--- config.mk ---
export PLATFORM = sky130hd
export DESIGN_NAME = clu_top
export DESIGN_NICKNAME = d
export VERILOG_FILES = /design/src/hw/clu_table.v /design/src/hw/clu_seq.v /design/src/hw/clu_top.v
export VERILOG_INCLUDE_DIRS = /design/src /design/src/hw
export SDC_FILE = /design/constraint.sdc
export NUM_CORES = 1
export LEC_CHECK = 0
export BUFFER_PORTS_ARGS = -buffer_cell sky130_fd_sc_hd__buf_2
export CAP_MARGIN = 30
export CORE_MARGIN = 5
export CORE_UTILIZATION = 40
export DETAILED_ROUTE_END_ITERATION = 12
export PLACE_DENSITY = 0.72
export SLEW_MARGIN = 5
export SYNTH_ARGS = -nofsm -noshare
export SYNTH_HDL_FRONTEND = slang
export SYNTH_SLANG_ARGS = --single-unit
--- constraint.sdc ---
create_clock -name clk_sys -period 4.2 [get_ports clk_sys]
set_input_delay 0.63 -clock clk_sys [delete_from_list [all_inputs] [get_ports clk_sys]]
set_output_delay 0.63 -clock clk_sys [all_outputs]
set_load 0.02 [all_outputs]
--- src/hw/clu_regs.vh ---
// Register map, field positions, reset values and codes of the custom logic unit
`ifndef CLU_REGS_VH
`define CLU_REGS_VH
`define CLU_GLB_OFS 8'h00
`define CLU_SEQ_OFS 8'h04
`define CLU_STAT_OFS 8'h08
`define CLU_T0_FIRST_OFS 8'h10
`define CLU_T0_SECOND_OFS 8'h14
`define CLU_T0_THIRD_OFS 8'h18
`define CLU_T0_TRUTH_OFS 8'h1C
`define CLU_T1_FIRST_OFS 8'h20
`define CLU_T1_SECOND_OFS 8'h24
`define CLU_T1_THIRD_OFS 8'h28
`define CLU_T1_TRUTH_OFS 8'h2C
`define CLU_EN_BIT 0
`define CLU_CLKSEL_BIT 1
`define CLU_FILT_LSB 2
`define CLU_EDGE_BIT 4
`define CLU_IN0_LSB 0
`define CLU_IN1_LSB 4
`define CLU_IN2_LSB 0
`define CLU_SEQ_LSB 0
`define CLU_CTRL_RST 8'h00
`define CLU_TRUTH_RST 8'h00
`define CLU_SEQ_RST 3'h0
`define CLU_SRC_MASK 4'h0
`define CLU_SRC_FEEDBACK 4'h1
`define CLU_SRC_LINK 4'h2
`define CLU_SRC_EVENT0 4'h3
`define CLU_SRC_EVENT1 4'h4
`define CLU_SRC_IO 4'h5
`define CLU_SRC_AC 4'h6
`define CLU_SRC_TIMER0 4'h7
`define CLU_SRC_TIMER1 4'h8
`define CLU_FILT_NONE 2'h0
`define CLU_FILT_SYNC 2'h1
`define CLU_FILT_FILTER 2'h2
`define CLU_SEQ_OFF 3'h0
`define CLU_SEQ_DFF 3'h1
`define CLU_SEQ_JK 3'h2
`define CLU_SEQ_DLATCH 3'h3
`define CLU_SEQ_RS 3'h4
`define CLU_RESP_OKAY 2'h0
`define CLU_RESP_SLVERR 2'h2
`endif

--- src/hw/clu_table.v ---
// One lookup table with clock select, output filter and edge detector
`timescale 1ns/1ps
`default_nettype none
`include "clu_regs.vh"
module clu_table (
  input wire clk_sys,
  input wire srst,
  input wire active,
  input wire clk_sel,
  input wire [1:0] filt_sel,
  input wire edge_en,
  input wire [7:0] truth,
  input wire [2:0] in_bits,
  output wire lut_raw,
  output wire tick,
  output wire lut_out
);
  reg in2_d_ff;
  reg [3:0] shift_ff;
  reg filt_ff;
  reg prev_ff;
  wire [2:0] idx;
  wire stage;
  wire sel_v;

  always @(posedge clk_sys)
  begin
    in2_d_ff <= srst ? 1'b0 : in_bits[2];
  end

  // Rising edge of input 2 acts as the table clock
  assign tick = clk_sel ? (in_bits[2] & ~in2_d_ff) : 1'b1;
  // Input 2 reads low while it is the clock
  assign idx = {in_bits[2] & ~clk_sel, in_bits[1:0]};
  assign lut_raw = active & truth[idx];

  always @(posedge clk_sys)
  begin
    if (srst | ~active)
    begin
      shift_ff <= 4'h0;
      filt_ff <= 1'b0;
      prev_ff <= 1'b0;
    end
    else if (tick)
    begin
      shift_ff <= {shift_ff[2:0], lut_raw};
      // Take a new level only after three equal samples
      if (&shift_ff[3:1] | ~|shift_ff[3:1])
      begin
        filt_ff <= shift_ff[3];
      end
      prev_ff <= stage;
    end
  end

  assign stage = (filt_sel == `CLU_FILT_SYNC) ? shift_ff[1] : filt_ff;
  assign sel_v = (filt_sel == `CLU_FILT_SYNC || filt_sel == `CLU_FILT_FILTER) ?
    stage : lut_raw;
  assign lut_out = edge_en ? (sel_v & ~prev_ff) : sel_v;
endmodule
`default_nettype wire

--- src/hw/clu_seq.v ---
// Sequential element of the table pair
`timescale 1ns/1ps
`default_nettype none
`include "clu_regs.vh"
module clu_seq (
  input wire clk_sys,
  input wire srst,
  input wire active,
  input wire tick,
  input wire [2:0] mode,
  input wire d_even,
  input wire d_odd,
  output reg q_ff
);
  always @(posedge clk_sys)
  begin
    if (srst | ~active)
    begin
      q_ff <= 1'b0;
    end
    else
    begin
      case (mode)
        `CLU_SEQ_DFF:
          if (tick & d_odd)
          begin
            q_ff <= d_even;
          end
        `CLU_SEQ_JK:
          if (tick)
          begin
            case ({d_even, d_odd})
              2'b01: q_ff <= 1'b0;
              2'b10: q_ff <= 1'b1;
              2'b11: q_ff <= ~q_ff;
              default: q_ff <= q_ff;
            endcase
          end
        `CLU_SEQ_DLATCH:
          if (d_odd)
          begin
            q_ff <= d_even;
          end
        `CLU_SEQ_RS:
          if (d_even & ~d_odd)
          begin
            q_ff <= 1'b1;
          end
          else if (d_odd & ~d_even)
          begin
            q_ff <= 1'b0;
          end
        default: q_ff <= 1'b0;
      endcase
    end
  end
endmodule
`default_nettype wire

--- src/hw/clu_top.v ---
// Custom logic unit: AXI4-Lite registers, input routing, two tables and sequencer
`timescale 1ns/1ps
`default_nettype none
`include "clu_regs.vh"
module clu_top (
  input wire clk_sys,
  input wire srst,
  input wire [7:0] s_axi_awaddr,
  input wire s_axi_awvalid,
  output reg s_axi_awready,
  input wire [31:0] s_axi_wdata,
  input wire [3:0] s_axi_wstrb,
  input wire s_axi_wvalid,
  output reg s_axi_wready,
  output reg [1:0] s_axi_bresp,
  output reg s_axi_bvalid,
  input wire s_axi_bready,
  input wire [7:0] s_axi_araddr,
  input wire s_axi_arvalid,
  output reg s_axi_arready,
  output reg [31:0] s_axi_rdata,
  output reg [1:0] s_axi_rresp,
  output reg s_axi_rvalid,
  input wire s_axi_rready,
  input wire [5:0] pin_in,
  input wire [1:0] event_in,
  input wire comparator_in,
  input wire [1:0] timer_wave_in,
  output reg [1:0] lut_pin_out,
  output reg [1:0] lut_event_out
);
  reg [10:0] sync1_ff;
  reg [10:0] sync2_ff;
  reg aw_full_ff;
  reg w_full_ff;
  reg [7:0] awaddr_ff;
  reg [7:0] wdata_ff;
  reg wstrb_ff;
  reg glb_en_ff;
  reg [2:0] seq_mode_ff;
  reg [1:0] en_ff;
  reg [1:0] clk_ff;
  reg [3:0] filt_ff;
  reg [1:0] edge_ff;
  reg [23:0] sel_ff;
  reg [15:0] truth_ff;
  wire wr_fire;
  wire [3:0] wid;
  wire [2:0] lut_raw;
  wire [1:0] tick;
  wire [1:0] lut_out;
  wire [1:0] act;
  wire [4:0] per;
  wire seq_q;
  integer n;
  genvar g;

  // Register number of an address, 4'hF when unmapped
  function [3:0] reg_id;
    input [7:0] a;
    begin
      case ({a[7:2], 2'b00})
        `CLU_GLB_OFS: reg_id = 4'h0;
        `CLU_SEQ_OFS: reg_id = 4'h1;
        `CLU_STAT_OFS: reg_id = 4'h2;
        `CLU_T0_FIRST_OFS: reg_id = 4'h3;
        `CLU_T0_SECOND_OFS: reg_id = 4'h4;
        `CLU_T0_THIRD_OFS: reg_id = 4'h5;
        `CLU_T0_TRUTH_OFS: reg_id = 4'h6;
        `CLU_T1_FIRST_OFS: reg_id = 4'h7;
        `CLU_T1_SECOND_OFS: reg_id = 4'h8;
        `CLU_T1_THIRD_OFS: reg_id = 4'h9;
        `CLU_T1_TRUTH_OFS: reg_id = 4'hA;
        default: reg_id = 4'hF;
      endcase
    end
  endfunction

  // Register number of field k of table t
  function [3:0] tid;
    input integer t;
    input integer k;
    begin
      tid = 4'h3 + {t[1:0], 2'b00} + k[3:0];
    end
  endfunction

  // Source select of one table input
  function src_pick;
    input [3:0] sel;
    input io;
    input fb;
    input link;
    input [4:0] p;
    begin
      case (sel)
        `CLU_SRC_MASK: src_pick = 1'b0;
        `CLU_SRC_FEEDBACK: src_pick = fb;
        `CLU_SRC_LINK: src_pick = link;
        `CLU_SRC_EVENT0: src_pick = p[2];
        `CLU_SRC_EVENT1: src_pick = p[3];
        `CLU_SRC_IO: src_pick = io;
        `CLU_SRC_AC: src_pick = p[4];
        `CLU_SRC_TIMER0: src_pick = p[0];
        `CLU_SRC_TIMER1: src_pick = p[1];
        default: src_pick = 1'b0;
      endcase
    end
  endfunction

  // Two-stage synchronisers for every outside input
  always @(posedge clk_sys)
  begin
    sync1_ff <= srst ? 11'h000 : {event_in, comparator_in, timer_wave_in, pin_in};
    sync2_ff <= srst ? 11'h000 : sync1_ff;
  end

  // Comparator, event 1, event 0, timer 1, timer 0
  assign per = {sync2_ff[8], sync2_ff[10:9], sync2_ff[7:6]};

  // AXI4-Lite write channel: address and data in either order
  assign wr_fire = aw_full_ff & w_full_ff & ~s_axi_bvalid;
  assign wid = reg_id(awaddr_ff);

  always @(posedge clk_sys)
  begin
    if (srst)
    begin
      aw_full_ff <= 1'b0;
      w_full_ff <= 1'b0;
      awaddr_ff <= 8'h00;
      wdata_ff <= 8'h00;
      wstrb_ff <= 1'b0;
      s_axi_awready <= 1'b1;
      s_axi_wready <= 1'b1;
      s_axi_bvalid <= 1'b0;
      s_axi_bresp <= `CLU_RESP_OKAY;
    end
    else
    begin
      if (s_axi_awvalid & s_axi_awready)
      begin
        aw_full_ff <= 1'b1;
        awaddr_ff <= s_axi_awaddr;
        s_axi_awready <= 1'b0;
      end
      if (s_axi_wvalid & s_axi_wready)
      begin
        w_full_ff <= 1'b1;
        wdata_ff <= s_axi_wdata[7:0];
        wstrb_ff <= s_axi_wstrb[0];
        s_axi_wready <= 1'b0;
      end
      if (wr_fire)
      begin
        aw_full_ff <= 1'b0;
        w_full_ff <= 1'b0;
        s_axi_bvalid <= 1'b1;
        s_axi_bresp <= (wid == 4'hF || wid == 4'h2) ? `CLU_RESP_SLVERR : `CLU_RESP_OKAY;
      end
      if (s_axi_bvalid & s_axi_bready)
      begin
        s_axi_bvalid <= 1'b0;
        s_axi_awready <= 1'b1;
        s_axi_wready <= 1'b1;
      end
    end
  end

  // Configuration registers, written on the system clock
  always @(posedge clk_sys)
  begin
    if (srst)
    begin
      glb_en_ff <= 1'b0;
      seq_mode_ff <= `CLU_SEQ_RST;
      en_ff <= 2'b00;
      clk_ff <= 2'b00;
      filt_ff <= 4'h0;
      edge_ff <= 2'b00;
      sel_ff <= 24'h000000;
      truth_ff <= {`CLU_TRUTH_RST, `CLU_TRUTH_RST};
    end
    else if (wr_fire & wstrb_ff)
    begin
      if (wid == 4'h0)
      begin
        glb_en_ff <= wdata_ff[`CLU_EN_BIT];
      end
      if (wid == 4'h1 && !en_ff[0])
      begin
        seq_mode_ff <= wdata_ff[`CLU_SEQ_LSB +: 3];
      end
      for (n = 0; n < 2; n = n + 1)
      begin
        if (wid == tid(n, 0))
        begin
          en_ff[n] <= wdata_ff[`CLU_EN_BIT];
          // Protected fields follow only while table is off
          if (!en_ff[n])
          begin
            clk_ff[n] <= wdata_ff[`CLU_CLKSEL_BIT];
            filt_ff[2 * n +: 2] <= wdata_ff[`CLU_FILT_LSB +: 2];
            edge_ff[n] <= wdata_ff[`CLU_EDGE_BIT];
          end
        end
        if (wid == tid(n, 1) && !en_ff[n])
        begin
          sel_ff[12 * n +: 4] <= wdata_ff[`CLU_IN0_LSB +: 4];
          sel_ff[12 * n + 4 +: 4] <= wdata_ff[`CLU_IN1_LSB +: 4];
        end
        if (wid == tid(n, 2) && !en_ff[n])
        begin
          sel_ff[12 * n + 8 +: 4] <= wdata_ff[`CLU_IN2_LSB +: 4];
        end
        if (wid == tid(n, 3))
        begin
          truth_ff[8 * n +: 8] <= wdata_ff;
        end
      end
    end
  end

  // AXI4-Lite read channel, answer one cycle after the address
  always @(posedge clk_sys)
  begin
    if (srst)
    begin
      s_axi_arready <= 1'b1;
      s_axi_rvalid <= 1'b0;
      s_axi_rdata <= 32'h00000000;
      s_axi_rresp <= `CLU_RESP_OKAY;
    end
    else if (s_axi_arvalid & s_axi_arready)
    begin
      s_axi_arready <= 1'b0;
      s_axi_rvalid <= 1'b1;
      s_axi_rresp <= `CLU_RESP_OKAY;
      case (reg_id(s_axi_araddr))
        4'h0: s_axi_rdata <= {31'h00000000, glb_en_ff};
        4'h1: s_axi_rdata <= {29'h00000000, seq_mode_ff};
        4'h2: s_axi_rdata <= {27'h0000000, act, seq_q, lut_out};
        4'h3: s_axi_rdata <= {27'h0000000, edge_ff[0], filt_ff[1:0], clk_ff[0], en_ff[0]};
        4'h4: s_axi_rdata <= {24'h000000, sel_ff[7:0]};
        4'h5: s_axi_rdata <= {28'h0000000, sel_ff[11:8]};
        4'h6: s_axi_rdata <= {24'h000000, truth_ff[7:0]};
        4'h7: s_axi_rdata <= {27'h0000000, edge_ff[1], filt_ff[3:2], clk_ff[1], en_ff[1]};
        4'h8: s_axi_rdata <= {24'h000000, sel_ff[19:12]};
        4'h9: s_axi_rdata <= {28'h0000000, sel_ff[23:20]};
        4'hA: s_axi_rdata <= {24'h000000, truth_ff[15:8]};
        default:
        begin
          s_axi_rdata <= 32'h00000000;
          s_axi_rresp <= `CLU_RESP_SLVERR;
        end
      endcase
    end
    else if (s_axi_rvalid & s_axi_rready)
    begin
      s_axi_rvalid <= 1'b0;
      s_axi_arready <= 1'b1;
    end
  end

  // Link from a missing third table reads low
  assign lut_raw[2] = 1'b0;

  generate
    for (g = 0; g < 2; g = g + 1)
    begin : tbl
      wire [2:0] in_bits;
      assign act[g] = glb_en_ff & en_ff[g];
      assign in_bits[0] = src_pick(sel_ff[12 * g +: 4], sync2_ff[3 * g],
        seq_q, lut_raw[g + 1], per);
      assign in_bits[1] = src_pick(sel_ff[12 * g + 4 +: 4], sync2_ff[3 * g + 1],
        seq_q, lut_raw[g + 1], per);
      // Feedback reaches inputs 0 and 1 only
      assign in_bits[2] = src_pick(sel_ff[12 * g + 8 +: 4], sync2_ff[3 * g + 2],
        1'b0, lut_raw[g + 1], per);
      clu_table u_table (
        .clk_sys(clk_sys),
        .srst(srst),
        .active(act[g]),
        .clk_sel(clk_ff[g]),
        .filt_sel(filt_ff[2 * g +: 2]),
        .edge_en(edge_ff[g]),
        .truth(truth_ff[8 * g +: 8]),
        .in_bits(in_bits),
        .lut_raw(lut_raw[g]),
        .tick(tick[g]),
        .lut_out(lut_out[g])
      );
    end
  endgenerate

  clu_seq u_seq (
    .clk_sys(clk_sys),
    .srst(srst),
    .active(act[0]),
    .tick(tick[0]),
    .mode(seq_mode_ff),
    .d_even(lut_out[0]),
    .d_odd(lut_out[1]),
    .q_ff(seq_q)
  );

  // Outputs to pins and event lines; no halt input, so debug never stops it
  always @(posedge clk_sys)
  begin
    lut_pin_out <= srst ? 2'b00 : lut_out;
    lut_event_out <= srst ? 2'b00 : lut_out;
  end
endmodule
`default_nettype wire

Yosys cells after proc, flatten, opt, wreduce, memory -nomap -nowiden

Index checks and enable logic that the tools add are counted.
W data, S select, Z words.

Magnitude comparators: 2
Equal/unequal tests: 100
Reductions and logical operators: 39
Bitwise logic cells: 39
Multiplexer cells: 36

Operators with widths:

| cell                 | count |
|---|---|
| $eq A4 B3 Y1 const B | 32 |
| $pmux W4 S11         | 2 |
| $pmux W8 S11         | 1 |
| $eq A4 B2 Y1 const B | 13 |
| $eq A4 B4 Y1 const B | 13 |
| $eq A6 B3 Y1 const B | 8 |
| $eq A6 B4 Y1 const B | 8 |
| $eq A4 B1 Y1 const B | 6 |
| $reduce_and A2 Y1    | 12 |
| $and A1 B1 Y1        | 21 |
| $pmux W1 S7          | 3 |
| $mux W1              | 19 |
| $pmux W1 S8          | 2 |
| $not A1 Y1           | 14 |
| $eq A6 B1 Y1 const B | 2 |
| $eq A6 B2 Y1 const B | 2 |
| $logic_not A6 Y1     | 2 |
| $reduce_and A3 Y1    | 4 |
| $reduce_or A11 Y1    | 1 |
| $eq A2 B2 Y1 const B | 4 |
| $logic_not A4 Y1     | 2 |
| $lt A3 B4 Y1 const B | 2 |
| $mux W4              | 2 |
| $bmux W1 S3          | 2 |
| 19 further kinds     | 39 |

Input bits: 70
Logic and storage cells: 257
Output and inout port bits: 45
Bits in registers: 153

Logic depth before layout (Yosys ltp)

Gate-level depths: netlist of run 1.

Depth in word-level cells: 19
Depth in mapped cells: 13
Depth with buffers taken out: 12

Hierarchy

A second synthesis of run 1 with hierarchy kept.

Cell total of the unflattened synthesis: 686
Area, all modules: 6341.1 um^2

Modules (own cells, without submodules):

| module    | times used | sequential area each (um^2) | cells each | area an instance (um^2) |
|---|---|---|---|---|
| clu_top   | 1          | 2202.1                      | 563        | 5293.8 |
| clu_table | 2          | 140.1                       | 50         | 425.4 |
| clu_seq   | 1          | 20.0                        | 23         | 196.4 |

Worst setup path before layout of run 1

OpenSTA, ideal clock, no wires.

Kind: reg2reg
From: register sel_ff[14]
To: register u_seq.q_ff
Cell stages (with the launch flop): 13
Library setup time: 0.115 ns
Data required time: 4.085 ns
Arrival time: 3.704 ns
Path buffers: 0
Clock period less this slack: 3.819 ns
Path slack: 0.381 ns
Cell sequence: dfxtp_1 or3b_1 o22ai_1 a311o_2 mux4_1 mux2i_4 nor2_1 a221oi_2 mux4_2 a21o_2 o311a_1 and3_1 o21ba_1

Word-level cells in the longest chain between the ends: 17
Elaborated cells on any way between the ends: 46
Classes of those cells: 15 x eq/ne; 19 x mux; 11 x bitwise; 1 x reduce/logical

RTL lines:

| what                                             | line                       | text |
|---|---|---|
| from (decl)                                      | clu_top.v:45               | `reg [23:0] sel_ff;` |
| from (signal, indexed assignment)                | clu_top.v:209              | `` sel_ff[12 * n +: 4] <= wdata_ff[`CLU_IN0_LSB +: 4]; `` |
| from (signal, indexed assignment)                | clu_top.v:210              | `` sel_ff[12 * n + 4 +: 4] <= wdata_ff[`CLU_IN1_LSB +: 4]; `` |
| from (signal, indexed assignment)                | clu_top.v:214              | `` sel_ff[12 * n + 8 +: 4] <= wdata_ff[`CLU_IN2_LSB +: 4]; `` |
| $eq A4 B4 Y1 (tied with other cells)             | clu_top.v:96               | `case (sel)` |
| $pmux W1 S7 (*)                                  | clu_top.v:96               |  |
| $bmux W1 S3 (*)                                  | clu_table.v:35             | `assign lut_raw = active & truth[idx];` |
| $mux W1 (implied by the code) (*)                | clu_table.v:35             |  |
| $and A1 B1 Y1 (*)                                | clu_table.v:35             |  |
| $pmux W1 S7                                      | clu_top.v:96               |  |
| $and A1 B1 Y1                                    | clu_table.v:34             | `assign idx = {in_bits[2] & ~clk_sel, in_bits[1:0]};` |
| $bmux W1 S3                                      | clu_table.v:35             |  |
| $mux W1 (implied by the code)                    | clu_table.v:35             |  |
| $and A1 B1 Y1                                    | clu_table.v:35             |  |
| $mux W1                                          | clu_table.v:58             | `` assign sel_v = (filt_sel == `CLU_FILT_SYNC \|\| filt_sel == `CLU_FILT_FILTER) ? `` |
| $and A1 B1 Y1                                    | clu_table.v:60             | `assign lut_out = edge_en ? (sel_v & ~prev_ff) : sel_v;` |
| $mux W1                                          | clu_table.v:60             |  |
| $eq A2 B2 Y1 (tied with other cells)             | clu_seq.v:32               | `case ({d_even, d_odd})` |
| $pmux W1 S3 or $and A1 B1 Y1 (tied branches)     | clu_seq.v:32, clu_seq.v:49 |  |
| $mux W1 or $ne A3 B1 Y1 (tied branches)          | n/a                        |  |
| $pmux W1 S4 or $reduce_and A5 Y1 (tied branches) | n/a                        |  |
| to (signal assigned)                             | clu_seq.v:27               | `q_ff <= d_even;` |
| to (signal assigned)                             | clu_seq.v:35               | `2'b11: q_ff <= ~q_ff;` |
| to (signal assigned)                             | clu_seq.v:36               | `default: q_ff <= q_ff;` |
| to (decl)                                        | clu_seq.v:13               | `output reg q_ff` |

Mark *: on every way between the ends. The rest lies on a longest branch, timed or not. The select of a mux whose other input is x is not followed.
A chain may end at the register's enable or synchronous reset.

Final worst setup path of run 1

Ends and elaborated chain as after synthesis.

==> flow_summary.ini, run 1 <==
[synthesis]
ys_seq_area_frac = 0.421
ys_ff_latch = 125
synthTopCellsByArea = dfxtp_1, mux2i_1, nor2_1
synth_edf_count = 0
synthesis.instances = 654
yosysWarnings = 0
synth_top_area_cell = dfxtp_1
synthDistinctLibCells = 60
netlist_area_sq_mm = 0.00595
yosysTopAreaCellShare = 0.421
synth_ff_type = dfxtp_1
synthArstFlopShare = 0
avgSynthCellArea_sq_um = 9.10

[worst_setup_path]
worstPathBufferInverterCount = 0
regToRegEndpoint = u_seq.q_ff
slowest_stage = mux4_1
reg2reg_from = sel_ff[14]
worstPathRequired_ps = 4510
crit_fanout = 6
r2r_cells = 12
reg2reg_slack_ps = 250
criticalPathCategory = reg2reg
cp_cell_sequence = or3b_1 -> o22ai_1 -> a311o_2 -> mux4_1 -> mux2i_4 -> nor2_1 -> a221oi_2 -> mux4_2 -> a21o_2 -> o311a_1 -> and3_1 -> o21ba_1
critical_path_arrival_ps = 4260
worstSetupEndpointType = register
crit_start = sel_ff[14]
crit_family = compound AO/OA/AOI/OAI gates
cp-start-kind = register
max_stage_delay_ps = 590

[clocking]
cts-root-buf = clkbuf_16
cts_buffers = 17
hold_buffers = 0
numClockSinks = 125
clk_pin_slew_ps = 50
cts_resized = 0
cts_htree_levels = 4
tritoncts = built
insertion_delay_ps = 410
postCtsSetupRepairBufs = 0
clock_path_buffers = 2

[route]
drc_errors = 0
final_antenna_net_count = 0
dr_total_vias = 4722
routed_via_density = 5.29
drt_iter0_drc = 371
wl_per_cell_microns = 16.4
finalWirelength_microns = 14600
first_pass_iters = 7

[grt]
grt-ovfl-total = 0
grt_max_degree = 92
grt_pass1_vias = 4429
grt_use_total = 0.167
grt_pass1_wl_microns = 23400
antenna_found_initial = 0

[timing]
fin_crit_ps = 3950
hold_ws_ps = 426
setup_viol = 0
maxSlewHeadroom = 0.372
fin_setup_tns_ps = 0
fin_ws_ps = 245
final_hold_viol_count = 0
timing.fmax_mhz = 253
drv_slew = 0
worstMarginPinSlew_ps = 941
finalClockSkew_ps = 6.96
fin_crit_sh = 0.942
rsz0062_at_grt = no

[final_layout]
drive_above_1_share = 0.171
fillers = 1426
ff_latch_area_sq_mm = 0.00250
final_util = 0.474
final_common_cell = dfxtp_1
diodes = 0
multi_input_area_sq_mm = 0.00314
fin_nets = 767
area_delta_synth_final_pct = 15.9
final_cell_mix = dfxtp_1, nor2_1, mux2i_1

[floorplanning]
rows = 44
die_width_microns = 132
core_area_sq_mm = 0.0145
io_pins = 115
dieArea_sq_mm = 0.0174
start_util = 0.409
die_h_microns = 132

[pwr]
finalPower_uw = 2960
p_leak_uw = 0.00287
ir_drop_v = 0.000269
power.density_mw_per_mm2 = 429

[status]
status = complete, no violations

[place]
globalplace.congestion = 0.934
hpwl_microns = 10100
portBuffers = 57
dp_slack_ps = 243

[min_path]
min_delay_path_depth = 2
whs_endpoint = sync1_ff[3]
min_from = pin_in[3]
hold_path_class = in2reg

[job]
cap_violations = 0
[synthesized netlist by cell type (all sizes together) (5+ instances only)]
cell,count
inv,13
nand2,50
nor2,99
nand3b,5
nand3,15
a31oi,9
mux2i,78
nor2b,27
a21oi,37
o21ai,16
buf,32
nor3b,6
a22oi,11
mux2,6
a211oi,6
dfxtp,125
nand2b,6
mux4,11
nor3,10
clkbuf,34
[area by class of cell]
cell class              instances  share of cell area
multi-input cells             475               0.455
flip-flops and latches        125               0.363
clock buffers                  22              0.0702
repair buffers                 63              0.0483
well taps                     184              0.0334
clock inverters                10              0.0232
inverters                      13             0.00708
[routing by layer]
| metal | wire length [microns] | up-vias | part of all wire | global-route usage |
|---|---|---|---|---|
| li1 | - | 2339 | - | - |
| met1 | 6580 | 2208 | 0.45 | 0.227 |
| met2 | 6690 | 158 | 0.46 | 0.253 |
| met3 | 1110 | 17 | 0.076 | 0.0500 |
| met4 | 219 | 0 | 0.015 | 0.0594 |
| met5 | 0 | - | 0 | 0 |
[report_power, final]
part           internal (uW)  switching, uW
Sequential              1210           32.9
Clock                   1050            519
Combinational           48.0           94.6
[kinds of logic after synthesis]
family / Yosys count / synth area share
simple gates: 243 / 0.196
other cells: 1 / 0.000630
flops: 125 / 0.421
mux: 95 / 0.188
fa+ha+maj: 2 / 0.00421
buf+inv: 79 / 0.0679
compound gates: 109 / 0.123
[how the worst max path moves through the flow]
| stage | slack (ps) | cells after the start | endpoint |
|---|---|---|---|
| 4_1_cts | 230 | 12 | u_seq.q_ff |
| 5_1_grt | 40 | 12 | u_seq.q_ff |
| 3_3_place_gp | 280 | 12 | u_seq.q_ff |
| 3_5_place_dp | 240 | 12 | u_seq.q_ff |
| 2_1_floorplan | 380 | 12 | u_seq.q_ff |
| 6_report | 250 | 12 | u_seq.q_ff |
[sequential cells by signal, summed over array words and instances, names as in the netlist, 2 cells and up]
| name | cells |
|---|---|
| tbl.u_table.shift_ff | 8 |
| s_axi_rdata | 8 |
| awaddr_ff | 6 |
| sel_ff | 24 |
| lut_event_out | 2 |
| wdata_ff | 8 |
| en_ff | 2 |
| sync2_ff | 11 |
| seq_mode_ff | 3 |
| truth_ff | 16 |
| tbl.u_table.in2_d_ff | 2 |
| tbl.u_table.prev_ff | 2 |
| sync1_ff | 11 |
| filt_ff | 4 |
| tbl.u_table.filt_ff | 2 |
| edge_ff | 2 |
| clk_ff | 2 |
[stage by stage]
step                      cell area, sq um  cells
after detailed placement              6250    860
after floorplan                       6040    679
final                                 6900    892
after CTS                             6900    892
after global placement                6250    860
after global routing                  6900    892
(Power assumes the default switching activity.)
==> run 2: changes to the inputs <==
Settings changed: REMOVE_ABC_BUFFERS from default to 1.
==> flow_summary.ini, run 2 (synthesized netlist as in run 1, its figures left out) <==
[worst_setup_path]
crit_fanout = 6
max_stage_delay_ps = 590
slowest_stage = mux4_1
worstPathBufferInverterCount = 0
cp_cell_sequence = or3b_1 -> o22ai_1 -> a311o_2 -> mux4_1 -> mux2i_4 -> nor2_1 -> a221oi_2 -> mux4_2 -> a21o_2 -> o311a_1 -> and3_1 -> o21ba_1
crit_family = compound AO/OA/AOI/OAI gates
critical_path_arrival_ps = 4280
cp-start-kind = register
worstSetupEndpointType = register
criticalPathCategory = reg2reg
worstPathRequired_ps = 4510

[clocking]
cts_htree_levels = 4
postCtsSetupRepairBufs = 0
clk_pin_slew_ps = 60
insertion_delay_ps = 420
tritoncts = built
cts_buffers = 17
clock_path_buffers = 2
numClockSinks = 125
cts-root-buf = clkbuf_16
hold_buffers = 0
cts_resized = 0

[route]
drc_errors = 0
first_pass_iters = 5
dr_total_vias = 4706
drt_iter0_drc = 398
final_antenna_net_count = 0
finalWirelength_microns = 14100
wl_per_cell_microns = 15.8
routed_via_density = 5.28

[floorplanning]
die_width_microns = 132
start_util = 0.409
rows = 44
die_h_microns = 132
core_area_sq_mm = 0.0145
dieArea_sq_mm = 0.0174
io_pins = 115

[final_layout]
final_cell_mix = dfxtp_1, nor2_1, mux2i_1
drive_above_1_share = 0.172
top_regs = sel_ff: 24 flops, truth_ff: 16 flops
fin_nets = 767
largest_register = sel_ff
fillers = 1403
largest_register_ffs = 24
area_delta_synth_final_pct = 15.0
final_common_cell = dfxtp_1
diodes = 0

[timing]
worstMarginPinSlew_ps = 937
rsz0062_at_grt = no
fin_crit_sh = 0.944
finalClockSkew_ps = 7.38
final_hold_viol_count = 0
fin_setup_tns_ps = 0
timing.fmax_mhz = 252
drv_slew = 0
setup_viol = 0
fin_crit_ps = 3970
maxSlewHeadroom = 0.376

[place]
globalplace.congestion = 0.835
hpwl_microns = 9730
portBuffers = 57

[status]
status = complete, no violations

[grt]
grt_max_degree = 91
grt_pass1_vias = 4374
grt_pass1_wl_microns = 23300
grt_use_total = 0.164
antenna_found_initial = 0
grt-ovfl-total = 0

[pwr]
power_switching_uw = 669
p_sw_frac = 0.236
power.density_mw_per_mm2 = 414
ir_drop_v = 0.000359
comb_power_share = 0.050
p_clk_frac = 0.511
sequentialPowerShare = 0.438
finalPower_uw = 2830
p_int_uw = 2170
p_leak_uw = 0.00285

[min_path]
hold_path_class = in2reg

[job]
cap_violations = 0
-- run 2: metrics by stage --
step | area (sq um) | utilization | setup slack, ps | hold slack (ps) | std cells
final | 6840 | 0.471 | 235 | 417 | 892
after global routing | 6840 | 0.471 | 102 | 409 | 892
after CTS | 6840 | 0.471 | 258 | 405 | 892
after detailed placement | 6250 | 0.430 | 279 | 420 | 860
after global placement | 6250 | 0.430 | 324 | 418 | 860
after floorplan | 5690 | - | 381 | 414 | 613
-- run 2: final timing paths --
path / start / end / slack (ps) / cells past startpoint
worst min register to register: sync1_ff[4] / sync2_ff[4] / 430 / 1
worst min-delay path: timer_wave_in[0] / sync1_ff[6] / 420 / 2
worst max-delay path: sel_ff[14] / u_seq.q_ff / 230 / 12
worst max register to register: sel_ff[14] / u_seq.q_ff / 230 / 12
-- run 2: area by class of cell --
| class | instances | area [sq um] | share of cell area |
|---|---|---|---|
| flip-flops and latches | 125 | 2500 | 0.366 |
| clock buffers | 19 | 453 | 0.0662 |
| multi-input cells | 475 | 3140 | 0.458 |
| repair buffers | 63 | 333 | 0.0486 |
| inverters | 13 | 48.8 | 0.00713 |
| clock inverters | 13 | 140 | 0.0205 |
| well taps | 184 | 230 | 0.0336 |
-- run 2: power by group through the flow --
stage / clock [uW] / sequential (uW) / combinational, uW
after detailed placement: 0 / 1270 / 142
after global routing: 1520 / 1250 / 160
after CTS: 1470 / 1240 / 143
after floorplan: 0 / 1260 / 74.8
after global placement: 0 / 1270 / 141
final: 1450 / 1240 / 143
-- run 2: metal layers --
metal	wire length, microns	track usage
met1	6740	0.230
met2	6220	0.244
met3	894	0.0458
met4	229	0.0566
met5	0	0
==> run 3: changes to the inputs <==
Settings changed: ABC_AREA from default to 1.
==> flow_summary.ini, run 3 <==
[status]
status = complete, no violations

[floorplanning]
rows = 44
die_h_microns = 133
dieArea_sq_mm = 0.0176
io_pins = 115
start_util = 0.411
die_width_microns = 133
core_area_sq_mm = 0.0146

[final_layout]
largest_register = sel_ff
final_cell_mix = dfxtp_1, inv_1, nor2_1
top_regs = sel_ff: 24 flops, truth_ff: 16 flops
stdcell_area_sq_mm = 0.00691
fin_nets = 963
instances_no_fill = 1085
drive_above_1_share = 0.140
area_delta_synth_final_pct = 14.8
final_common_cell = dfxtp_1
diodes = 0
largest_register_ffs = 24

[grt]
grt_pass1_wl_microns = 25600
grt_max_degree = 44
grt-ovfl-total = 0
antenna_found_initial = 0
grt_use_total = 0.181
grt_pass1_vias = 5130

[timing]
setup_viol = 0
fin_crit_sh = 0.670
timing.fmax_mhz = 355
worstMarginPinSlew_ps = 909
drv_slew = 0
fin_setup_tns_ps = 0
maxSlewHeadroom = 0.389
rsz0062_at_grt = no
fin_crit_ps = 2820
finalClockSkew_ps = 10.1
final_hold_viol_count = 0

[pwr]
power.density_mw_per_mm2 = 408
p_leak_uw = 0.00283
ir_drop_v = 0.000310

[synthesis]
yosysWarnings = 0
synth.most_common_cell = dfxtp_1
ys_seq_area_frac = 0.416
synth_ff_type = dfxtp_1
synth_top_area_cell = dfxtp_1
synth-compound-area-share = 0.212
synth_top_family_by_area = simple AND/OR/NAND/NOR gates
synthAdderAreaFrac = 0.00416
yosys.area_share.simple = 0.234
avgSynthCellArea_sq_um = 7.20
synthesis.instances = 835
yosysTopAreaCellShare = 0.416
ys_ff_latch = 125
synthTopCellsByArea = dfxtp_1, inv_1, nor2_1
synth_xor_area_frac = 0
synth.area.mux_share = 0.00187
synth_edf_count = 0
synth_common_cells = dfxtp_1, inv_1, nor2_1
synthDistinctLibCells = 48
synthArstFlopShare = 0
netlist_area_sq_mm = 0.00602

[place]
globalplace.congestion = 0.956
hpwl_microns = 11400
dp.cells = 1056
place_area_sq_mm = 0.00636
portBuffers = 57

[worst_setup_path]
criticalPathCategory = reg2reg
r2r_cells = 12
worstSetupEndpointType = register
crit_fanout = 11
reg2reg_slack_ps = 1380
critical_path_arrival_ps = 3130
worstPathRequired_ps = 4520
cp-start-kind = register

[min_path]
min_delay_path_depth = 2
hold_path_class = reg2reg

[clocking]
cts_htree_levels = 4
insertion_delay_ps = 430
hold_buffers = 0
postCtsSetupRepairBufs = 0
tritoncts = built
clk_pin_slew_ps = 60
cts_resized = 0
numClockSinks = 125
clock_path_buffers = 2
cts-root-buf = clkbuf_16
cts_buffers = 17

[route]
drt_iter0_drc = 461
wl_per_cell_microns = 14.3
first_pass_iters = 8
drc_errors = 0
final_antenna_net_count = 0
finalWirelength_microns = 15500
dr_total_vias = 5559
routed_via_density = 5.12

[job]
cap_violations = 0
## run 3: cell count changes after synthesis, sizes merged, moves of 16 or more
cell / previous run / this run
nand3: 15 / 45
inv: 13 / 130
clkbuf: 34 / 18
nor2b: 27 / 0
nor2: 99 / 121
a21oi: 37 / 84
o21ai: 16 / 91
nand2: 50 / 100
mux2i: 78 / 0
## run 3: critical path, stage by stage, from the launching register on
cell and delay, ps:
dfxtp_1 360, inv_1 90, o21ai_0 230, nor2_1 100, nor2_1 250, nor2_1 120
a2111o_1 420, nor2_1 110, inv_1 70, nor2_1 490, inv_1 220, o21ai_0 210
a21oi_1 50
## run 3: per-layer routing
layer / track usage / share of wire
met4: 0.0652 / 0.018
met3: 0.0456 / 0.069
met1: 0.248 / 0.48
met2: 0.276 / 0.43
met5: 0 / 0
## run 3: final timing paths
check / start / end
worst max-delay path: awaddr_ff[4] / sel_ff[5]
worst min-delay path: sync1_ff[2] / sync2_ff[2]
worst max register to register: awaddr_ff[4] / sel_ff[5]
worst min register to register: sync1_ff[2] / sync2_ff[2]
## run 3: cell families (layout without fill, tap and decap cells)
group,Yosys count,count (layout)
AO/OA/AOI/OAI,224,224
adder cells (fa/ha/maj),2,2
buffers and inverters,181,222
flip-flops,125,125
multiplexers,1,1
other,1,26
AND/OR/NAND/NOR,301,301
## run 3: report_power, final
group | total, uW | switching, uW | internal, uW
clock | 1380 | 513 | 871
combinational | 195 | 142 | 53.6
sequential | 1240 | 21.3 | 1220
## run 3: cell type report
class                      instances  area [sq um]
fill                            1475          7740
tap                              184           230
timing repair buffer              61           315
inverter                         132           495
sequential                       125          2500
clock inverter                     8          95.1
multi-input combinational        554          2820
clock buffer                      21           450
## run 3: through the flow
| step | power (uW) | util | setup slack (ps) | hold slack (ps) |
|---|---|---|---|---|
| 2_1_floorplan | 1380 | - | 1910 | 388 |
| 6_report | 2820 | 0.472 | 1380 | 398 |
| 5_1_grt | 2930 | 0.472 | 1000 | 403 |
| 3_5_place_dp | 1460 | 0.434 | 1430 | 393 |
| 4_1_cts | 2840 | 0.472 | 1390 | 392 |
| 3_3_place_gp | 1450 | 0.434 | 1510 | 391 |
